[src/verilog/acs_pkg.sv]
// Package for the converter control sequencer: offsets, fields, types
package acs_pkg;
	localparam logic [3:0]  OFF_MAIN      = 4'h0;
	localparam logic [3:0]  OFF_INCLK     = 4'h4;
	localparam logic [3:0]  OFF_REFGAIN   = 4'h8;
	localparam logic [3:0]  OFF_BANDGAP   = 4'hC;
	localparam logic [3:0]  OFF_RESULT    = 4'h0;
	localparam logic [11:0] ADDR_RESULT   = 12'h010;
	localparam int          BIT_START     = 7;
	localparam int          BIT_BUSY      = 6;
	localparam int          BIT_ENABLE    = 5;
	localparam int          BIT_FORMAT    = 4;
	// Field positions inside the control registers
	localparam int          FLD_CHAN      = 0;
	localparam int          BIT_NO_CHAN   = 3;
	localparam int          FLD_SRC       = 4;
	localparam int          FLD_DIV       = 0;
	localparam int          FLD_GAIN      = 0;
	localparam int          FLD_REF       = 2;
	localparam int          BIT_AMP_IN    = 4;
	localparam int          BIT_AMP_EN    = 7;
	localparam int          BIT_BG_EN     = 0;
	localparam logic [7:0]  MAIN_WMASK    = 8'hBF;
	localparam logic [7:0]  INCLK_WMASK   = 8'hF7;
	localparam logic [7:0]  REFGAIN_WMASK = 8'h9F;
	localparam logic [7:0]  BANDGAP_WMASK = 8'h01;
	localparam logic [7:0]  REG_RESET     = 8'h00;
	// Successive approximation: one converter clock half period per bit plus two for sample
	localparam logic [4:0]  CONV_BIT_CLKS = 5'h0E;
	localparam logic [4:0]  SAMPLE_CLKS   = 5'h02;
	localparam logic [3:0]  MSB_INDEX     = 4'hB;
	localparam logic [1:0]  HTRANS_NONSEQ = 2'h2;
	localparam logic [2:0]  HSIZE_WORD    = 3'h2;

	typedef enum logic [2:0] {
		ACS_SRC_EXT,
		ACS_SRC_VDD,
		ACS_SRC_VDD2,
		ACS_SRC_VDD4,
		ACS_SRC_AMP,
		ACS_SRC_AMP2,
		ACS_SRC_AMP4,
		ACS_SRC_GND
	} acs_src_t;

	typedef enum logic [1:0] {
		ACS_REF_SUPPLY,
		ACS_REF_PIN,
		ACS_REF_AMP
	} acs_ref_t;

	typedef struct packed {
		logic       converter_on;
		acs_src_t   source;
		logic       channel_connect;
		logic [2:0] channel;
		acs_ref_t   reference;
		logic       ref_pin_connect;
		logic       amp_on;
		logic       amp_from_bandgap;
		logic       amp_pin_connect;
		logic [1:0] gain;
		logic       bandgap_on;
	} acs_analog_t;

	typedef struct packed {
		logic [7:0] high;
		logic [7:0] low;
	} acs_result_t;
endpackage

[src/verilog/acs_sequencer.sv]
// Converter control sequencer with AHB-Lite register slave
//
// The address map and the AHB-Lite register port are this design's own decisions.
`timescale 1ns/10ps
`default_nettype none

// How it works
// - A start bit written high then low begins one conversion.
// - Busy flag goes to one once a conversion has been started.
// - Busy flag returns to zero when the conversion is complete.
// - Result format zero packs 11..4 high, one packs 11..8 high.
// - Source codes 0000, 0100 and 11xx route the external channel.
// - Codes 0001 to 0011 pick supply, half supply, quarter supply.
// - Codes 0101 to 0111 pick amplifier output, half, quarter.
// - Codes 10xx tie the converter input to ground.
// - Any internal source disconnects the external channel.
// - Channel codes 1000 to 1111 select nothing, input floats.
// - Conversion clock toggles every two to the code system clocks.
// - Unimplemented control bits read as zero.
// - Amplifier input is reference pin at zero, bandgap at one.
// - Bandgap feeding the amplifier disconnects the reference pin.
// - Reference is supply at 00, pin at 01, amplifier at 1x.
// - Amplified internal reference disconnects the reference pin.
// - Channel codes 0000 to 0111 pick analog channels 0 to 7.
// - Gain select sets gain 1, 1.667, 2.5 or 3.333.
// - With the converter disabled the result bytes stay unchanged.
// - Each completed conversion raises the interrupt request flag.
module acs_sequencer (
	input  wire logic                 ref_clk_i,
	input  wire logic                 nrst_i,
	input  wire logic                 hsel_i,
	input  wire logic [11:0]          haddr_i,
	input  wire logic [1:0]           htrans_i,
	input  wire logic                 hwrite_i,
	input  wire logic [2:0]           hsize_i,
	input  wire logic [31:0]          hwdata_i,
	input  wire logic                 hready_i,
	input  wire logic                 sar_bit_i,
	output logic      [31:0]          hrdata_o,
	output logic                      hreadyout_o,
	output logic                      hresp_o,
	output logic                      conv_clk_o,
	output logic                      sample_o,
	output logic                      sar_trial_o,
	output logic      [11:0]          sar_code_o,
	output logic                      conv_done_irq_o,
	output acs_pkg::acs_analog_t      analog_ctrl_o,
	output acs_pkg::acs_result_t      result_o
);
	import acs_pkg::*;

	typedef enum logic [1:0] {
		ACS_IDLE,
		ACS_SAMPLE,
		ACS_CONVERT
	} acs_state_t;

	logic [7:0]  main_r;
	logic [7:0]  inclk_r;
	logic [7:0]  refgain_r;
	logic [7:0]  bandgap_r;
	logic        start_seen_r;
	logic        busy_r;
	logic        irq_r;
	acs_state_t  state_r;
	logic [6:0]  div_cnt_r;
	logic        conv_clk_r;
	logic [4:0]  step_r;
	logic [11:0] sar_r;
	logic [11:0] data_r;
	acs_result_t result_r;
	acs_analog_t analog_r;
	logic [31:0] hrdata_r;
	logic        wr_pend_r;
	logic [11:0] wr_addr_r;

	logic        addr_ok;
	logic        wr_main;
	logic        start_pulse;
	logic        tick;
	logic [6:0]  div_limit;
	logic [3:0]  bit_idx;
	acs_analog_t analog_nxt;
	logic [2:0]  chan_sel;
	logic        chan_none;
	logic [3:0]  src_sel;
	logic [2:0]  div_sel;
	logic [1:0]  ref_sel;
	logic [1:0]  gain_sel;
	logic        amp_en;
	logic        amp_in_sel;
	logic        bg_en;
	logic        sample_last;
	logic        conv_last;

	// Word aligned register decode
	function automatic logic sel_reg(input logic [11:0] a,
		input logic [3:0] off);
		sel_reg = (a[11:4] == 8'h00) && (a[3:0] == off);
	endfunction

	function automatic logic [7:0] merge(input logic [7:0] cur,
		input logic [7:0] wd, input logic [7:0] msk);
		merge = (cur & ~msk) | (wd & msk);
	endfunction

	assign addr_ok = hsel_i && hready_i && (htrans_i == HTRANS_NONSEQ);
	assign wr_main = wr_pend_r && sel_reg(wr_addr_r, OFF_MAIN);

	// Named views of the control fields
	assign chan_sel   = main_r[FLD_CHAN +: 3];
	assign chan_none  = main_r[BIT_NO_CHAN];
	assign src_sel    = inclk_r[FLD_SRC +: 4];
	assign div_sel    = inclk_r[FLD_DIV +: 3];
	assign ref_sel    = refgain_r[FLD_REF +: 2];
	assign gain_sel   = refgain_r[FLD_GAIN +: 2];
	assign amp_en     = refgain_r[BIT_AMP_EN];
	assign amp_in_sel = refgain_r[BIT_AMP_IN];
	assign bg_en      = bandgap_r[BIT_BG_EN];

	// Start must go high then be written low again
	assign start_pulse = wr_main && start_seen_r && !hwdata_i[BIT_START]
		&& main_r[BIT_ENABLE] && !busy_r;

	// Write data phase follows the address phase by one cycle
	always_ff @(posedge ref_clk_i) begin
		if (!nrst_i) begin
			wr_pend_r <= 1'b0;
			wr_addr_r <= 12'h000;
		end else begin
			wr_pend_r <= addr_ok && hwrite_i && (hsize_i == HSIZE_WORD);
			wr_addr_r <= haddr_i;
		end
	end

	always_ff @(posedge ref_clk_i) begin
		if (!nrst_i) begin
			main_r    <= REG_RESET;
			inclk_r   <= REG_RESET;
			refgain_r <= REG_RESET;
			bandgap_r <= REG_RESET;
		end else if (wr_pend_r) begin
			if (sel_reg(wr_addr_r, OFF_MAIN))
				main_r <= merge(main_r, hwdata_i[7:0], MAIN_WMASK);
			if (sel_reg(wr_addr_r, OFF_INCLK))
				inclk_r <= merge(inclk_r, hwdata_i[7:0], INCLK_WMASK);
			if (sel_reg(wr_addr_r, OFF_REFGAIN))
				refgain_r <= merge(refgain_r, hwdata_i[7:0],
					REFGAIN_WMASK);
			if (sel_reg(wr_addr_r, OFF_BANDGAP))
				bandgap_r <= merge(bandgap_r, hwdata_i[7:0], BANDGAP_WMASK);
		end
	end

	// Remembers the start bit of the last write so high-then-low is seen
	always_ff @(posedge ref_clk_i) begin
		if (!nrst_i)
			start_seen_r <= 1'b0;
		else if (wr_main)
			start_seen_r <= hwdata_i[BIT_START];
	end

	// Conversion clock divider, restarted at each start pulse
	// Seven-bit counter covers the largest divisor of 128
	assign div_limit = 7'((8'h01 << div_sel) - 8'h01);
	assign tick = (div_cnt_r == div_limit);

	always_ff @(posedge ref_clk_i) begin
		if (!nrst_i || start_pulse || !main_r[BIT_ENABLE]) begin
			div_cnt_r  <= 7'h00;
			conv_clk_r <= 1'b0;
		end else if (tick) begin
			div_cnt_r  <= 7'h00;
			conv_clk_r <= ~conv_clk_r;
		end else begin
			div_cnt_r <= div_cnt_r + 7'h01;
		end
	end

	assign bit_idx = 4'(MSB_INDEX - 4'(step_r - SAMPLE_CLKS));

	// Last tick of each phase; the done pulse shares the end condition
	assign sample_last = tick && (step_r == SAMPLE_CLKS - 5'h01);
	assign conv_last   = tick && (step_r == CONV_BIT_CLKS - 5'h01);

	// Sequencer: two sample steps, then twelve trial bits MSB first
	always_ff @(posedge ref_clk_i) begin
		if (!nrst_i) begin
			state_r <= ACS_IDLE;
			step_r  <= 5'h00;
			sar_r   <= 12'h000;
			data_r  <= 12'h000;
		end else if (!main_r[BIT_ENABLE]) begin
			state_r <= ACS_IDLE;
			step_r  <= 5'h00;
		end else begin
			unique case (state_r)
			ACS_IDLE: begin
				if (start_pulse) begin
					state_r <= ACS_SAMPLE;
					step_r  <= 5'h00;
					sar_r   <= 12'h000;
				end
			end
			ACS_SAMPLE: begin
				if (tick) begin
					step_r <= step_r + 5'h01;
					if (sample_last)
						state_r <= ACS_CONVERT;
				end
			end
			ACS_CONVERT: begin
				if (tick) begin
					sar_r[bit_idx] <= sar_bit_i;
					step_r <= step_r + 5'h01;
					if (conv_last) begin
						state_r <= ACS_IDLE;
						data_r  <= {sar_r[11:1], sar_bit_i};
					end
				end
			end
			endcase
		end
	end

	// An abort by disabling also drops busy, since the sequencer idles
	always_ff @(posedge ref_clk_i) begin
		if (!nrst_i)
			busy_r <= 1'b0;
		else if (start_pulse)
			busy_r <= 1'b1;
		else if (state_r == ACS_IDLE && !start_pulse)
			busy_r <= 1'b0;
	end

	// One-cycle end of conversion request toward the interrupt controller
	always_ff @(posedge ref_clk_i) begin
		if (!nrst_i)
			irq_r <= 1'b0;
		else
			irq_r <= main_r[BIT_ENABLE] && state_r == ACS_CONVERT
				&& conv_last;
	end

	// Packing is reapplied every enabled cycle so a format change takes effect
	always_ff @(posedge ref_clk_i) begin
		if (!nrst_i) begin
			result_r <= '0;
		end else if (main_r[BIT_ENABLE]) begin
			if (main_r[BIT_FORMAT]) begin
				result_r.high <= {4'h0, data_r[11:8]};
				result_r.low  <= data_r[7:0];
			end else begin
				result_r.high <= data_r[11:4];
				result_r.low  <= {data_r[3:0], 4'h0};
			end
		end
	end

	always_comb begin
		analog_nxt = '0;
		analog_nxt.converter_on = main_r[BIT_ENABLE];
		unique casez (src_sel)
		4'b0000, 4'b0100, 4'b11??: analog_nxt.source = ACS_SRC_EXT;
		4'b0001: analog_nxt.source = ACS_SRC_VDD;
		4'b0010: analog_nxt.source = ACS_SRC_VDD2;
		4'b0011: analog_nxt.source = ACS_SRC_VDD4;
		4'b0101: analog_nxt.source = ACS_SRC_AMP;
		4'b0110: analog_nxt.source = ACS_SRC_AMP2;
		4'b0111: analog_nxt.source = ACS_SRC_AMP4;
		default: analog_nxt.source = ACS_SRC_GND;
		endcase
		// Codes 1000..1111 leave the input floating
		analog_nxt.channel_connect = (analog_nxt.source == ACS_SRC_EXT)
			&& !chan_none && main_r[BIT_ENABLE];
		analog_nxt.channel = chan_sel;
		unique casez (ref_sel)
		2'b00: analog_nxt.reference = ACS_REF_SUPPLY;
		2'b01: analog_nxt.reference = ACS_REF_PIN;
		default: analog_nxt.reference = ACS_REF_AMP;
		endcase
		analog_nxt.ref_pin_connect =
			(analog_nxt.reference == ACS_REF_PIN);
		analog_nxt.amp_on = amp_en;
		analog_nxt.amp_from_bandgap = amp_in_sel;
		analog_nxt.amp_pin_connect = !amp_in_sel;
		analog_nxt.gain = gain_sel;
		analog_nxt.bandgap_on = bg_en;
	end

	// Registered so the analog switches see one settled code per cycle
	always_ff @(posedge ref_clk_i) begin
		if (!nrst_i)
			analog_r <= '0;
		else
			analog_r <= analog_nxt;
	end

	// Read data is registered during the address phase
	always_ff @(posedge ref_clk_i) begin
		if (!nrst_i)
			hrdata_r <= 32'h0000_0000;
		else if (addr_ok && !hwrite_i) begin
			// Start is a strobe and reads back as zero
			if (sel_reg(haddr_i, OFF_MAIN))
				hrdata_r <= {24'h00_0000, 1'b0, busy_r, main_r[5:0]};
			else if (sel_reg(haddr_i, OFF_INCLK))
				hrdata_r <= {24'h00_0000, inclk_r};
			else if (sel_reg(haddr_i, OFF_REFGAIN))
				hrdata_r <= {24'h00_0000, refgain_r};
			else if (sel_reg(haddr_i, OFF_BANDGAP))
				hrdata_r <= {24'h00_0000, bandgap_r};
			else if (haddr_i == ADDR_RESULT)
				hrdata_r <= {16'h0000, result_r.high, result_r.low};
			else
				hrdata_r <= 32'h0000_0000;
		end
	end

	always_ff @(posedge ref_clk_i) begin
		if (!nrst_i) begin
			conv_done_irq_o <= 1'b0;
			sample_o        <= 1'b0;
			sar_trial_o     <= 1'b0;
			sar_code_o      <= 12'h000;
			conv_clk_o      <= 1'b0;
		end else begin
			conv_done_irq_o <= irq_r;
			sample_o        <= (state_r == ACS_SAMPLE);
			sar_trial_o     <= (state_r == ACS_CONVERT);
			sar_code_o      <= sar_r;
			conv_clk_o      <= conv_clk_r;
		end
	end

	assign hrdata_o      = hrdata_r;
	assign hreadyout_o   = 1'b1;
	assign hresp_o       = 1'b0;
	assign analog_ctrl_o = analog_r;
	assign result_o      = result_r;
endmodule

`default_nettype wire

[config.mk]
export PLATFORM = sky130hd
export DESIGN_NAME = acs_sequencer
export DESIGN_NICKNAME = d
export VERILOG_FILES = /design/src/verilog/acs_pkg.sv /design/src/verilog/acs_sequencer.sv
export SDC_FILE = /design/constraint.sdc
export NUM_CORES = 1
export LEC_CHECK = 0
export BUFFER_PORTS_ARGS = -buffer_cell sky130_fd_sc_hd__buf_2
export CORE_ASPECT_RATIO = 0.8
export CORE_MARGIN = 2
export CORE_UTILIZATION = 45
export CTS_BUF_LIST = sky130_fd_sc_hd__clkbuf_8
export DETAILED_ROUTE_END_ITERATION = 10
export GPL_TIMING_DRIVEN = 0
export PLACE_DENSITY = 0.69
export SETUP_SLACK_MARGIN = 0.5
export SYNTH_ARGS = -nofsm -noshare
export SYNTH_HDL_FRONTEND = slang
export SYNTH_SLANG_ARGS = --single-unit
[constraint.sdc]
create_clock -name ref_clk_i -period 2.65 [get_ports ref_clk_i]
set_input_delay 0.6625 -clock ref_clk_i [delete_from_list [all_inputs] [get_ports ref_clk_i]]
set_output_delay 0.6625 -clock ref_clk_i [all_outputs]
set_load 0.02 [all_outputs]
# Yosys cells after proc, flatten, opt, wreduce, memory -nomap -nowiden
# Index checks and enable logic that the tools add are counted.
# W data, S select, Z words.
# word_totals
ff_bits	167
elab_cells	160
in_bits	55
# op_classes
reduce_logical	58
order_cmp	2
mux	25
n_bitwise	5
n_eq_ne	30
n_shift	1
addsub	5
# op_table
op	n
$mux W16	6
$logic_and A1 B1 Y1	26
$eq A4 B3 Y1 const B	6
$mux W12	2
$pmux W12 S2	1
$pmux W3 S7	1
$eq A4 B4 Y1 const B	4
$logic_not A8 Y1	2
$bwmux W12	1
$eq A12 B5 Y1 const B	1
$logic_not A4 Y1	3
$reduce_and A2 Y1	6
$mux W2	5
$mux W5	2
$ne A2 B2 Y1 const B	5
$pmux W5 S2	1
$eq A4 B2 Y1 const B	2
$logic_not A1 Y1	8
$or A4 B8 Y8	1
$or A7 B8 Y8	1
$or A8 B1 Y8	1
$reduce_and A4 Y1	2
$add A7 B1 Y7 const B	1
$eq A7 B7 Y1	1
other kinds (27)	37

# Longest topological paths before layout
# Gate-level depths: netlist of the first run.
# logic_depth
ltp_word	11
depth_mapped	9
mapped_depth_nobuf	8

# Least setup slack after synthesis of the first run
# OpenSTA, ideal clock, no wires.
# synth_timing
path_type	input -> register
start	input port haddr_i[1]
end	register hrdata_r[4], in the netlist hrdata_o[4]
arrival_ps	2011
setup_slack_ps	523
cell_stages	7
path_buffers	1
t_required_ps	2534
cell_sequence	nor4_1 -> nand3_1 -> or3_1 -> clkbuf_1 -> a21oi_1 -> o311ai_0 -> o211a_1
# synth_between
elab_chain_len	6
# synth_lines
item	line_no	rtl
start: declaration	acs_sequencer.sv:32	input wire logic [11:0] haddr_i,
$eq A12 B5 Y1 / $eq A4 B4 Y1 (equally long branches)	acs_sequencer.sv:313, acs_sequencer.sv:99	
$mux W16 / $logic_and A1 B1 Y1 (equally long branches)	acs_sequencer.sv:313, acs_sequencer.sv:99	
$mux W16	acs_sequencer.sv:311	else if (sel_reg(haddr_i, OFF_BANDGAP))
$mux W16	acs_sequencer.sv:309	else if (sel_reg(haddr_i, OFF_REFGAIN))
$mux W16	acs_sequencer.sv:307	else if (sel_reg(haddr_i, OFF_INCLK))
$mux W16 *	acs_sequencer.sv:305	if (sel_reg(haddr_i, OFF_MAIN))
end signal: assignment	acs_sequencer.sv:306	hrdata_r <= {24'h00_0000, 1'b0, busy_r, main_r[5:0]};
end signal: assignment	acs_sequencer.sv:308	hrdata_r <= {24'h00_0000, inclk_r};
end signal: assignment	acs_sequencer.sv:310	hrdata_r <= {24'h00_0000, refgain_r};
end: declaration	acs_sequencer.sv:73	logic [31:0] hrdata_r;
# Mark *: on every way between the ends. The rest lies on a longest branch, timed or not.
# A chain may end at the register's enable or synchronous reset.

# Final worst setup path of the first run
# layout_timing
start	register inclk_r[2]
end	register step_r[4]
# layout_between
elab_chain_len	5
# layout_lines
item	line_no	rtl
start: declaration	acs_sequencer.sv:59	logic [7:0] inclk_r;
start signal: assignment	acs_sequencer.sv:146	inclk_r <= merge(inclk_r, hwdata_i[7:0], INCLK_WMASK);
$shl A1 B3 Y7	acs_sequencer.sv:165	assign div_limit = 7'((8'h01 << div_sel) - 8'h01);
$sub A7 B1 Y7	acs_sequencer.sv:165	
$eq A7 B7 Y1	acs_sequencer.sv:166	assign tick = (div_cnt_r == div_limit);
$ne A2 B1 Y1 (no line)	-	
$reduce_and A2 Y1 (no line)	-	
end signal: assignment	acs_sequencer.sv:207	step_r <= step_r + 5'h01;
end signal: assignment	acs_sequencer.sv:215	step_r <= step_r + 5'h01;
end: declaration	acs_sequencer.sv:68	logic [4:0] step_r;
# Every way passes these cells.

==> results of run 1 <==
==> worst register-to-register path, cell delays in order (launching register included) <==
cell	delay (ns)
dfxtp_2	0.37
buf_6	0.13
nand2_2	0.06
o41ai_4	0.42
a2bb2oi_4	0.27
and3_1	0.19
buf_4	0.15
a41oi_1	0.13
or3_1	0.34
==> cell usage in the layout (no fill, tap or decap), types with 4 or more instances in the layout <==
cell / instances
nand4_1: 6
xor2_1: 4
clkinv_4: 4
a211oi_1: 10
nand2b_1: 8
buf_6: 5
nor2_1: 63
conb_1: 18
a31oi_1: 5
clkbuf_1: 24
and3_1: 6
inv_1: 13
mux2i_1: 37
and2_1: 39
buf_4: 32
nor3_1: 10
inv_6: 6
ha_1: 9
nand3_1: 23
o21ai_0: 8
a21o_1: 14
clkbuf_8: 17
buf_2: 96
dfxtp_1: 136
nor2b_1: 9
a21oi_1: 37
nand2_1: 47
a41oi_1: 13
==> registers in the layout (all words and copies together), names as in the netlist, 2 cells and up <==
signal	cells
inclk_r	7
refgain_r	6
main_r	6
result_o	16
analog_ctrl_o	16
hrdata_o	16
sar_code_o	12
data_r	12
sar_r	12
state_r	2
step_r	5
wr_addr_r	12
div_cnt_r	7
==> cell families after synthesis <==
kind of cell / count (synthesis)
and+or+nand+nor: 248
DFF: 139
AOI/OAI and AO/OA: 120
buffers and inverters: 73
muxes: 38
adders and majority gates: 10
xor gates and xnor gates: 7
other: 2
==> timing repair <==
item | in CTS | in global routing
resized for setup | 9 | 43
setup buffers | 1 | 10
endpoints found under the hold margin | 0 | 0
gates cloned | 0 | 3
endpoints found under the setup margin | 26 | 56
pin swaps | 3 | 11
==> final timing paths <==
check	end	cells after the start
setup / recovery	step_r[4]	8
hold reg to reg	conv_done_irq_o	1
setup reg to reg	step_r[4]	8
hold / removal	wr_addr_r[6]	2
==> cell type report <==
class	instances	area (sq um)	share of cell area, %
timing repair buffer	106	564.3	7.656
tap	175	219.0	2.971
clock buffer	17	234.0	3.174
clock inverter	14	185.2	2.512
multi-input combinational	442	2975	40.37
sequential	139	2786	37.80
antenna	1	2.502	0.03395
inverter	15	56.30	0.7639
buffer	58	347.8	4.719
==> routing by layer <==
| metal | track usage (%) | wire [microns] | up-vias | part of all wire, % |
|---|---|---|---|---|
| li1 | - | - | 2497 | - |
| met1 | 30.69 | 7418 | 2567 | 45 |
| met2 | 36.90 | 7921 | 208 | 48 |
| met3 | 5.198 | 1115 | 21 | 6.7 |
| met4 | 6.444 | 210 | 0 | 1.3 |
| met5 | 0 | 0 | - | 0 |
==> where the power goes <==
group	switching, uW	internal (uW)
Combinational	111	58.3
Clock	889	949
Sequential	8.85	2100
Total	1010	3110
==> metrics by stage <==
stage                     util, %  std cells  setup TNS [ns]  worst slack (ns)  hold slack [ns]
after floorplan                 -        653               0            0.5227           0.4119
after global placement      51.77        921               0            0.1029           0.4383
after detailed placement    51.77        921        -0.03107          -0.02512           0.4462
after CTS                   55.41        953               0            0.4848           0.4392
after global routing        57.46        966               0            0.4283           0.4538
final                       57.48        967               0            0.4811           0.4501
==> metrics.md, run 1 <==
| Metric | Value |
|---|---|
| Hold_sp | `haddr_i[6]` |
| Filler cells | `1,145` |
| Root buf cell | `clkbuf_8` |
| Post-DRT Antenna Nets | `0` |
| CP Capture Type | `register` |
| P&R area growth vs syn | `25.05%` |
| Arrival time at the worst endpoint | `2.50 ns` |
| Clock sink count | `139` |
| Syn Inst Count | `637` |
| Placement Cell Area | `6639 sq um` |
| Crit Path Max Fanout | `6` |
| Compound-cell area share of the yosys netlist | `14.33%` |
| Tot Pwr | `4114 uW` |
| PwrDens | `558.1 nW/um^2` |
| Final Cycle Share | `81.84%` |
| Synthesis Warnings | `0` |
| Fmax | `0.4611 GHz` |
| Layout cell share with drive strength beyond 1 | `25.54%` |
| Count leader, synth | `dfxtp_1` |
| Worst-path cell chain | `buf_6, nand2_2, o41ai_4, a2bb2oi_4, and3_1, buf_4, a41oi_1, or3_1` |
| Detailed Place HPWL | `11,730 microns` |
| Post-synth cell types | `63` |
| Largest net degree at the start of global routing | `17` |
| Peak VDD IR | `332.8 uV` |
| Mux contribution to synthesized area | `6.453%` |
| Slew HR | `54.76%` |
| Cell area after layout | `7371 sq um` |
| CP max-delay cell | `o41ai_4` |
| Vias in the first global route | `4,821` |
| Fin crit period | `2.169 ns` |
| Cell family with most CP delay | `compound AO/OA/AOI/OAI gates` |
| CTS tree | `done` |
| Syn avg cell area | `9.253 sq um` |
| R2R Setup Slk | `0.48 ns` |
| Die width | `132.0 microns` |
| Cts hold-fix bufs | `0` |
| IO Pins | `138` |
| Commonest cells in the synthesized netlist | `139 x dfxtp_1, 63 x nor2_1, 48 x nand2_1, 39 x and2_1, 38 x mux2i_1` |
| Clock latency on the worst-skew pair | `0.44 ns` |
| Synth Area in XOR/XNOR | `1.040%` |
| WP data required | `2.98 ns` |
| Total GRT Usage | `22.83%` |
| Nets | `844` |
| P_leak | `0.003190 uW` |
| Synth Area in Simple Gates | `22.42%` |
| Clock Skew | `0.01082 ns` |
| Full die area | `14,040 sq um` |
| Ys async rst share | `0%` |
| Die Height | `106.4 microns` |
| Crit path from | `inclk_r[2]` |
| Number of I/O port buffers | `93` |
| Reg-to-Reg Start | `inclk_r[2]` |
| Largest area contributor in the netlist | `dfxtp_1` |
| Post-synth top flop | `dfxtp_1` |
| Final hold vios | `0` |
| CTS Buffer Depth | `2` |
| Buf/Inv on CP | `2` |
| Number of synthesized flops with an enable pin | `0` |
| Initial Util | `45.97%` |
| Seq/Total Area, Yosys | `47.21%` |
| Via density | `5.474` |
| Main combinational cell family by area after synthesis | `simple AND/OR/NAND/NOR gates` |
| Placer Congestion | `0.8780` |
| Drt pass-1 iters | `6` |
| Final setup violation count | `0` |
| Slew of the pin with the lowest slew margin | `0.6785 ns` |
| Core region area | `12,820 sq um` |
| CTS Buf Count | `17` |
| DRC Markers | `0` |
| CTS clk-pin slew, worst paths | `0.08 ns` |
| CTS H-tree lvls | `4` |
| Synth Cell Area | `5894 sq um` |
| Via count | `5,293` |
| Grt ovf | `0` |
| Max stage delay on crit path | `0.42 ns` |
| Top cell type's share of synthesized area | `47.21%` |
| Tightest Hold Check Type | `input pin to register` |
| Synthesized flop and latch total | `139` |
| Post-Route WL | `16,670 microns` |
| Post-Synth Adder-Cell Area | `2.123%` |
| Synth area leaders | `dfxtp_1 47%, mux2i_1 6.5%, and2_1 4.1%` |
| Kind of critical path | `register to register` |
| DR WL/cell | `17.23 microns` |
| CP Launch Type | `register` |
| 1st-iter DRT viols | `449` |
| Max-cap violations | `0` |
| Unrepaired setup endpoints after global routing | `true` |
| Antenna violations before repair | `0` |
| Run status | `finished clean` |
| First-pass GRT wire length | `25,340 microns` |
| Max-slew violation count | `0` |
| Row count | `37` |
Power figures use the tool's default switching activity.
==> run 2, diff against run 1 <==
- PLACE_DENSITY: 0.69 -> 0.71
- clock period: 2.65 -> 1.9 ns (I/O delays scaled with it)
==> run 2 against run 1 <==
Compared with the run above: the run now ends with negative setup slack left; critical path type unchanged; routed wire length rose by 24%; largest cell class unchanged; setup slack got worse by 0.60 ns; count of clock-buffer cells in the layout did not move; design area rose by 23%; non-clock buffer count rose by 49.
==> metrics.md, run 2 (same netlist as run 1, synthesis figures left out) <==
| Metric | Value |
|---|---|
| PwrDens | `638.7 nW/um^2 (was 558.1 nW/um^2)` |
| Final Core Density | `70.66% (was 57.48%)` |
| Max-cap violations | `0 (unchanged)` |
| CTS Buf Count | `17 (unchanged)` |
| CTS H-tree lvls | `4 (unchanged)` |
| Final hold vios | `0 (unchanged)` |
| Gate power share | `4.8% (was 4.1%)` |
| Cell area after layout | `9061 sq um (was 7371 sq um)` |
| Placer Congestion | `0.8712 (was 0.8780)` |
| Most frequent cells in the layout | `92 x buf_6, 67 x dfxtp_1, 66 x dfxtp_2, 56 x buf_4, 55 x nor2_1 (was 136 x dfxtp_1, 96 x buf_2, 63 x nor2_1, 47 x nand2_1, 39 x and2_1)` |
| Max-slew violation count | `0 (unchanged)` |
| Kind of critical path | `register to register (unchanged)` |
| Setup ws final | `-0.1148 ns (was 0.4811 ns)` |
| CTS tree | `done (unchanged)` |
| IO Pins | `138 (unchanged)` |
| Root buf cell | `clkbuf_8 (unchanged)` |
| Core region area | `12,820 sq um (unchanged)` |
| Diodes inserted | `0 (was 1)` |
| CTS clk-pin slew, worst paths | `0.09 ns (was 0.08 ns)` |
| Via count | `5,867 (was 5,293)` |
| Clock Skew | `0.02003 ns (was 0.01082 ns)` |
| Hold Path Depth | `2 (unchanged)` |
| CP Capture Type | `register (unchanged)` |
| Total GRT Usage | `25.68% (was 22.83%)` |
| Crit Path Max Fanout | `9 (was 6)` |
| CP max-delay cell | `o41ai_4 (unchanged)` |
| CP Launch Type | `register (unchanged)` |
| Tot Pwr | `5787 uW (was 4114 uW)` |
| Post-DRT Antenna Nets | `0 (unchanged)` |
| Drt pass-1 iters | `6 (unchanged)` |
| Arrival time at the worst endpoint | `2.41 ns (was 2.50 ns)` |
| R2r worst-path depth | `8 (unchanged)` |
| DRC Markers | `0 (unchanged)` |
| Unrepaired setup endpoints after global routing | `true (unchanged)` |
| 1st-iter DRT viols | `624 (was 449)` |
| Peak VDD IR | `532.7 uV (was 332.8 uV)` |
| Final setup violation count | `31 (was 0)` |
| CTS Buffer Depth | `2 (unchanged)` |
| NetSw | `1546 uW (was 1008 uW)` |
| Clock sink count | `139 (unchanged)` |
| Clock power frac | `44.4% (was 44.7%)` |
| Internal Power | `4241 uW (was 3106 uW)` |
| Detailed Place HPWL | `11,730 microns (about the same)` |
| Grt ovf | `0 (unchanged)` |
| Row count | `37 (unchanged)` |
| P&R area growth vs syn | `53.73% (was 25.05%)` |
| WP depth | `8 (unchanged)` |
| Slew of the pin with the lowest slew margin | `0.9188 ns (was 0.6785 ns)` |
| Flop pwr share | `50.7% (was 51.2%)` |
| Largest net degree at the start of global routing | `17 (unchanged)` |
| Cell family with most CP delay | `compound AO/OA/AOI/OAI gates (unchanged)` |
| First-pass GRT wire length | `28,350 microns (was 25,340 microns)` |
| Place WS | `-0.3356 ns (was -0.02512 ns)` |
| Clock latency on the worst-skew pair | `0.46 ns (was 0.44 ns)` |
| WP data required | `2.29 ns (was 2.98 ns)` |
| Run status | `finished, violations left (was finished clean)` |
| Number of I/O port buffers | `93 (unchanged)` |
| Buf/Inv on CP | `3 (was 2)` |
| Worst path most repeated cell | `buf_6` |
| Initial Util | `45.97% (unchanged)` |
| Final Cycle Share | `106.0% (was 81.84%)` |
| Final TNS setup | `-2.611 ns (was 0 ns)` |
| Die width | `132.0 microns (unchanged)` |
| Sw Ratio | `26.72% (was 24.51%)` |
| Placement Cell Area | `6785 sq um (was 6639 sq um)` |
| DR WL/cell | `20.33 microns (was 17.23 microns)` |
| Max stage delay on crit path | `0.37 ns (was 0.42 ns)` |
| Worst-path cell chain | `buf_6, o41ai_4, a2bb2oi_2, buf_6, nand3_4, buf_8, nor4_4, a21o_1 (was buf_6, nand2_2, o41ai_4, a2bb2oi_4, and3_1, buf_4, a41oi_1, or3_1)` |
| Tightest Hold Check Type | `input pin to register (unchanged)` |
| Full die area | `14,040 sq um (unchanged)` |
| Layout cell share with drive strength beyond 1 | `49.05% (was 25.54%)` |
| P_leak | `0.003710 uW (was 0.003190 uW)` |
| Vias in the first global route | `5,432 (was 4,821)` |
| Fmax | `0.4963 GHz (was 0.4611 GHz)` |
| Most common cell after layout, fill and taps aside | `buf_6 (was dfxtp_1)` |
| Via density | `5.780 (was 5.474)` |
| Antenna violations before repair | `0 (unchanged)` |
| Slew HR | `38.75% (was 54.76%)` |
| Fin crit period | `2.015 ns (was 2.169 ns)` |
| Cts hold-fix bufs | `0 (unchanged)` |
| Failing checks | `negative setup slack` |
| Die Height | `106.4 microns (unchanged)` |
| Nets | `892 (was 844)` |
| Post-Route WL | `20,630 microns (was 16,670 microns)` |
[run 2: power groups by stage]
stage               combinational, uW  clock [uW]  sequential, uW
finish                            280        2570            2940
global route                      293        2710            2940
CTS                               247        2540            2940
detailed placement                224           0            3010
global placement                  220           0            3010
floorplan                         134           0            3010
[run 2: final timing paths]
kind	startpoint	endpoint	slack, ns
min	haddr_i[1]	wr_addr_r[1]	0.24
min reg2reg	irq_r	conv_done_irq_o	0.46
max	inclk_r[0]	sar_r[5]	-0.11
max reg2reg	inclk_r[0]	sar_r[5]	-0.11
[run 2: stage by stage]
step	hold WS [ns]	instances
final	0.2441	1015
after CTS	0.2340	996
after detailed placement	0.4453	921
after global routing	0.2336	1015
after floorplan	0.4119	653
after global placement	0.4381	921
[run 2: cell type report]
| class | instances | area [sq um] |
|---|---|---|
| Fill cell | 861 | 3762 |
| Multi-Input combinational cell | 441 | 3553 |
| Sequential cell | 139 | 2888 |
| Timing Repair Buffer | 155 | 1491 |
| Buffer | 58 | 436.7 |
| Clock buffer | 17 | 234.0 |
| Tap cell | 175 | 219.0 |
| Clock inverter | 15 | 178.9 |
| Inverter | 15 | 60.06 |
[run 2: timing repair]
action	CTS	global route
cloned	4	2
endpoints found under the setup margin	144	160
resized for setup	215	185
pin swaps	33	54
setup buffers	39	17
[run 2: routing by layer]
layer  vias up  part of all wire [%]  global-route usage, %
li1       2597                     -                      -
met1      2812                    39                  32.64
met2       373                    48                  41.93
met3        85                   8.9                  6.485
met4         0                   3.8                  10.25
met5         -                     0                      0
[run 2: worst register-to-register path, delay by kind of cell (launching register included)]
family | cells | cell delay [ns]
compound gates | 3 | 0.71
flops | 1 | 0.33
buf+inv | 3 | 0.47
simple gates | 2 | 0.46
==> run 3, diff against run 2 <==
- SKIP_LAST_GASP: default -> 1
==> run 3 against run 2 <==
Compared with the run above: the run still ends with negative setup slack left; combinational power hardly changed; first-iteration DRC count is 17% lower; sequential share of layout area is 0.10 points higher; core utilization is 0.28 points lower.
==> metrics.md, run 3 (same netlist as run 1, synthesis figures left out) <==
| Metric | Value |
|---|---|
| Run status | `finished, violations left (unchanged)` |
| Failing checks | `negative setup slack (unchanged)` |
| Grt ovf | `0 (unchanged)` |
| Fin crit period | `2.007 ns (was 2.015 ns)` |
| Crit path from | `inclk_r[2] (was inclk_r[0])` |
| Placement Cell Area | `6785 sq um (unchanged)` |
| Reg2reg end | `sar_r[1] (was sar_r[5])` |
| Nets | `892 (unchanged)` |
| Hold Path Depth | `2 (unchanged)` |
| Diodes inserted | `0 (unchanged)` |
| Most frequent cells in the layout | `91 x buf_6, 69 x dfxtp_1, 64 x dfxtp_2, 57 x buf_4, 55 x nor2_1 (was 92 x buf_6, 67 x dfxtp_1, 66 x dfxtp_2, 56 x buf_4, 55 x nor2_1)` |
| IO Pins | `138 (unchanged)` |
| Clock latency on the worst-skew pair | `0.46 ns (about the same)` |
| Setup ws final | `-0.1070 ns (was -0.1148 ns)` |
| First-pass GRT wire length | `28,350 microns (unchanged)` |
| CTS tree | `done (unchanged)` |
| Final hold vios | `0 (unchanged)` |
| WP data required | `2.25 ns (was 2.29 ns)` |
| P_leak | `0.003706 uW (was 0.003710 uW)` |
| PwrDens | `640.3 nW/um^2 (was 638.7 nW/um^2)` |
| R2r worst-path depth | `9 (was 8)` |
| Most common cell after layout, fill and taps aside | `buf_6 (unchanged)` |
| Final setup violation count | `31 (unchanged)` |
| Unrepaired setup endpoints after global routing | `true (unchanged)` |
| CTS Buffer Depth | `2 (unchanged)` |
| Cell area after layout | `9025 sq um (was 9061 sq um)` |
| Number of I/O port buffers | `93 (unchanged)` |
| Vias in the first global route | `5,430 (was 5,432)` |
| Kind of critical path | `register to register (unchanged)` |
| Detailed Place HPWL | `11,730 microns (unchanged)` |
| Largest net degree at the start of global routing | `17 (unchanged)` |
| Tightest Hold Check Type | `input pin to register (unchanged)` |
| Fmax | `0.4983 GHz (was 0.4963 GHz)` |
| Full die area | `14,040 sq um (unchanged)` |
| CTS clk-pin slew, worst paths | `0.08 ns (was 0.09 ns)` |
| CP max-delay cell | `dfxtp_2 (was o41ai_4)` |
| Max-slew violation count | `0 (unchanged)` |
| Layout cell share with drive strength beyond 1 | `48.33% (was 49.05%)` |
| CTS H-tree lvls | `4 (unchanged)` |
| Peak VDD IR | `534.0 uV (was 532.7 uV)` |
| DRC Markers | `0 (unchanged)` |
| Place WS | `-0.3356 ns (unchanged)` |
| Crit Path Max Fanout | `5 (was 9)` |
| Hold_sp | `haddr_i[1] (unchanged)` |
| Via count | `5,831 (was 5,867)` |
| P&R area growth vs syn | `53.11% (was 53.73%)` |
| Slew of the pin with the lowest slew margin | `0.9242 ns (was 0.9188 ns)` |
| Die width | `132.0 microns (unchanged)` |
| 1st-iter DRT viols | `519 (was 624)` |
| Clock Skew | `0.01605 ns (was 0.02003 ns)` |
| Drt pass-1 iters | `6 (unchanged)` |
| Arrival time at the worst endpoint | `2.36 ns (was 2.41 ns)` |
| Row count | `37 (unchanged)` |
| Worst-path cell chain | `buf_6, buf_4, a221oi_4, a21o_1, and3_4, buf_6, clkbuf_16, a41oi_1, a21o_1 (was buf_6, o41ai_4, a2bb2oi_2, buf_6, nand3_4, buf_8, nor4_4, a21o_1)` |
| Max-cap violations | `0 (unchanged)` |
| Slew HR | `38.39% (was 38.75%)` |
| Max stage delay on crit path | `0.36 ns (was 0.37 ns)` |
| Hold EP | `wr_addr_r[1] (unchanged)` |
| Clock sink count | `139 (unchanged)` |
| CP Capture Type | `register (unchanged)` |
| Final Cycle Share | `105.6% (was 106.0%)` |
| Cts hold-fix bufs | `0 (unchanged)` |
| Core region area | `12,820 sq um (unchanged)` |
| Antenna violations before repair | `0 (unchanged)` |
| Post-Route WL | `20,200 microns (was 20,630 microns)` |
| Initial Util | `45.97% (unchanged)` |
| Via density | `5.745 (was 5.780)` |
| Reg-to-Reg Start | `inclk_r[2] (was inclk_r[0])` |
| DR WL/cell | `19.90 microns (was 20.33 microns)` |
| CTS Buf Count | `17 (unchanged)` |
| Die Height | `106.4 microns (unchanged)` |
| Total GRT Usage | `25.68% (unchanged)` |
| Root buf cell | `clkbuf_8 (unchanged)` |
| CP Launch Type | `register (unchanged)` |
| R2R Setup Slk | `-0.11 ns (about the same)` |
| Placer Congestion | `0.8712 (unchanged)` |
| Post-DRT Antenna Nets | `0 (unchanged)` |
==> run 3: cell counts in the layout (fill, tap and decap cells not counted) <==
No cell type changed its count.
==> run 3: worst max-delay path by stage <==
stage | end | cells after the start
after floorplan | step_r[4] | 8
after global placement | hrdata_o[2] | 7
after detailed placement | hrdata_o[2] | 7
after CTS | step_r[4] | 6
after global routing | data_r[2] | 10
final | sar_r[1] | 9
==> run 3: layer usage <==
metal | part of all wire (%) | vias to the layer above | track usage, %
met3 | 8.8 | 82 | 6.485
met2 | 48 | 371 | 41.93
met5 | 0 | - | 0
met1 | 40 | 2787 | 32.64
li1 | - | 2591 | -
met4 | 3.8 | 0 | 10.25
==> run 3: what timing repair did <==
| item | CTS | global route |
|---|---|---|
| endpoints found under the hold margin | 0 | 0 |
| gates cloned | 4 | 2 |
| pin swaps | 32 | 52 |
| endpoints found under the setup margin | 144 | 160 |
| setup buffers | 39 | 17 |
| gates resized for setup | 213 | 179 |
==> run 3: stage by stage <==
stage,instances,TNS (ns),power (uW),hold slack (ns),util (%)
detailed placement,921,-9.108,3232,0.4453,52.91
global placement,921,-6.677,3227,0.4381,52.91
floorplan,653,0,3145,0.4119,-
global route,1015,-4.433,5947,0.2323,70.38
CTS,996,-0.8589,5724,0.2340,64.27
finish,1015,-2.112,5779,0.2362,70.38
==> run 3: area by class of cell <==
class,count,area (sq um)
fill,865,3799
multi-input combinational,441,3523
clock buffer,17,234.0
sequential,139,2885
buffer,58,432.9
tap,175,219.0
timing repair buffer,155,1491
inverter,15,60.06
clock inverter,15,178.9
==> run 3: power breakdown <==
group,switching [uW],internal [uW],total (uW)
logic,178,101,279
registers,16.6,2920,2930
clock network,1350,1220,2570
==> run 3: critical path: cells and delay by family, from the launching register on <==
kind | cells | cell delay (ns)
buffers and inverters | 4 | 0.55
AOI/OAI and AO/OA | 4 | 0.78
DFF | 1 | 0.36
and+or+nand+nor | 1 | 0.22
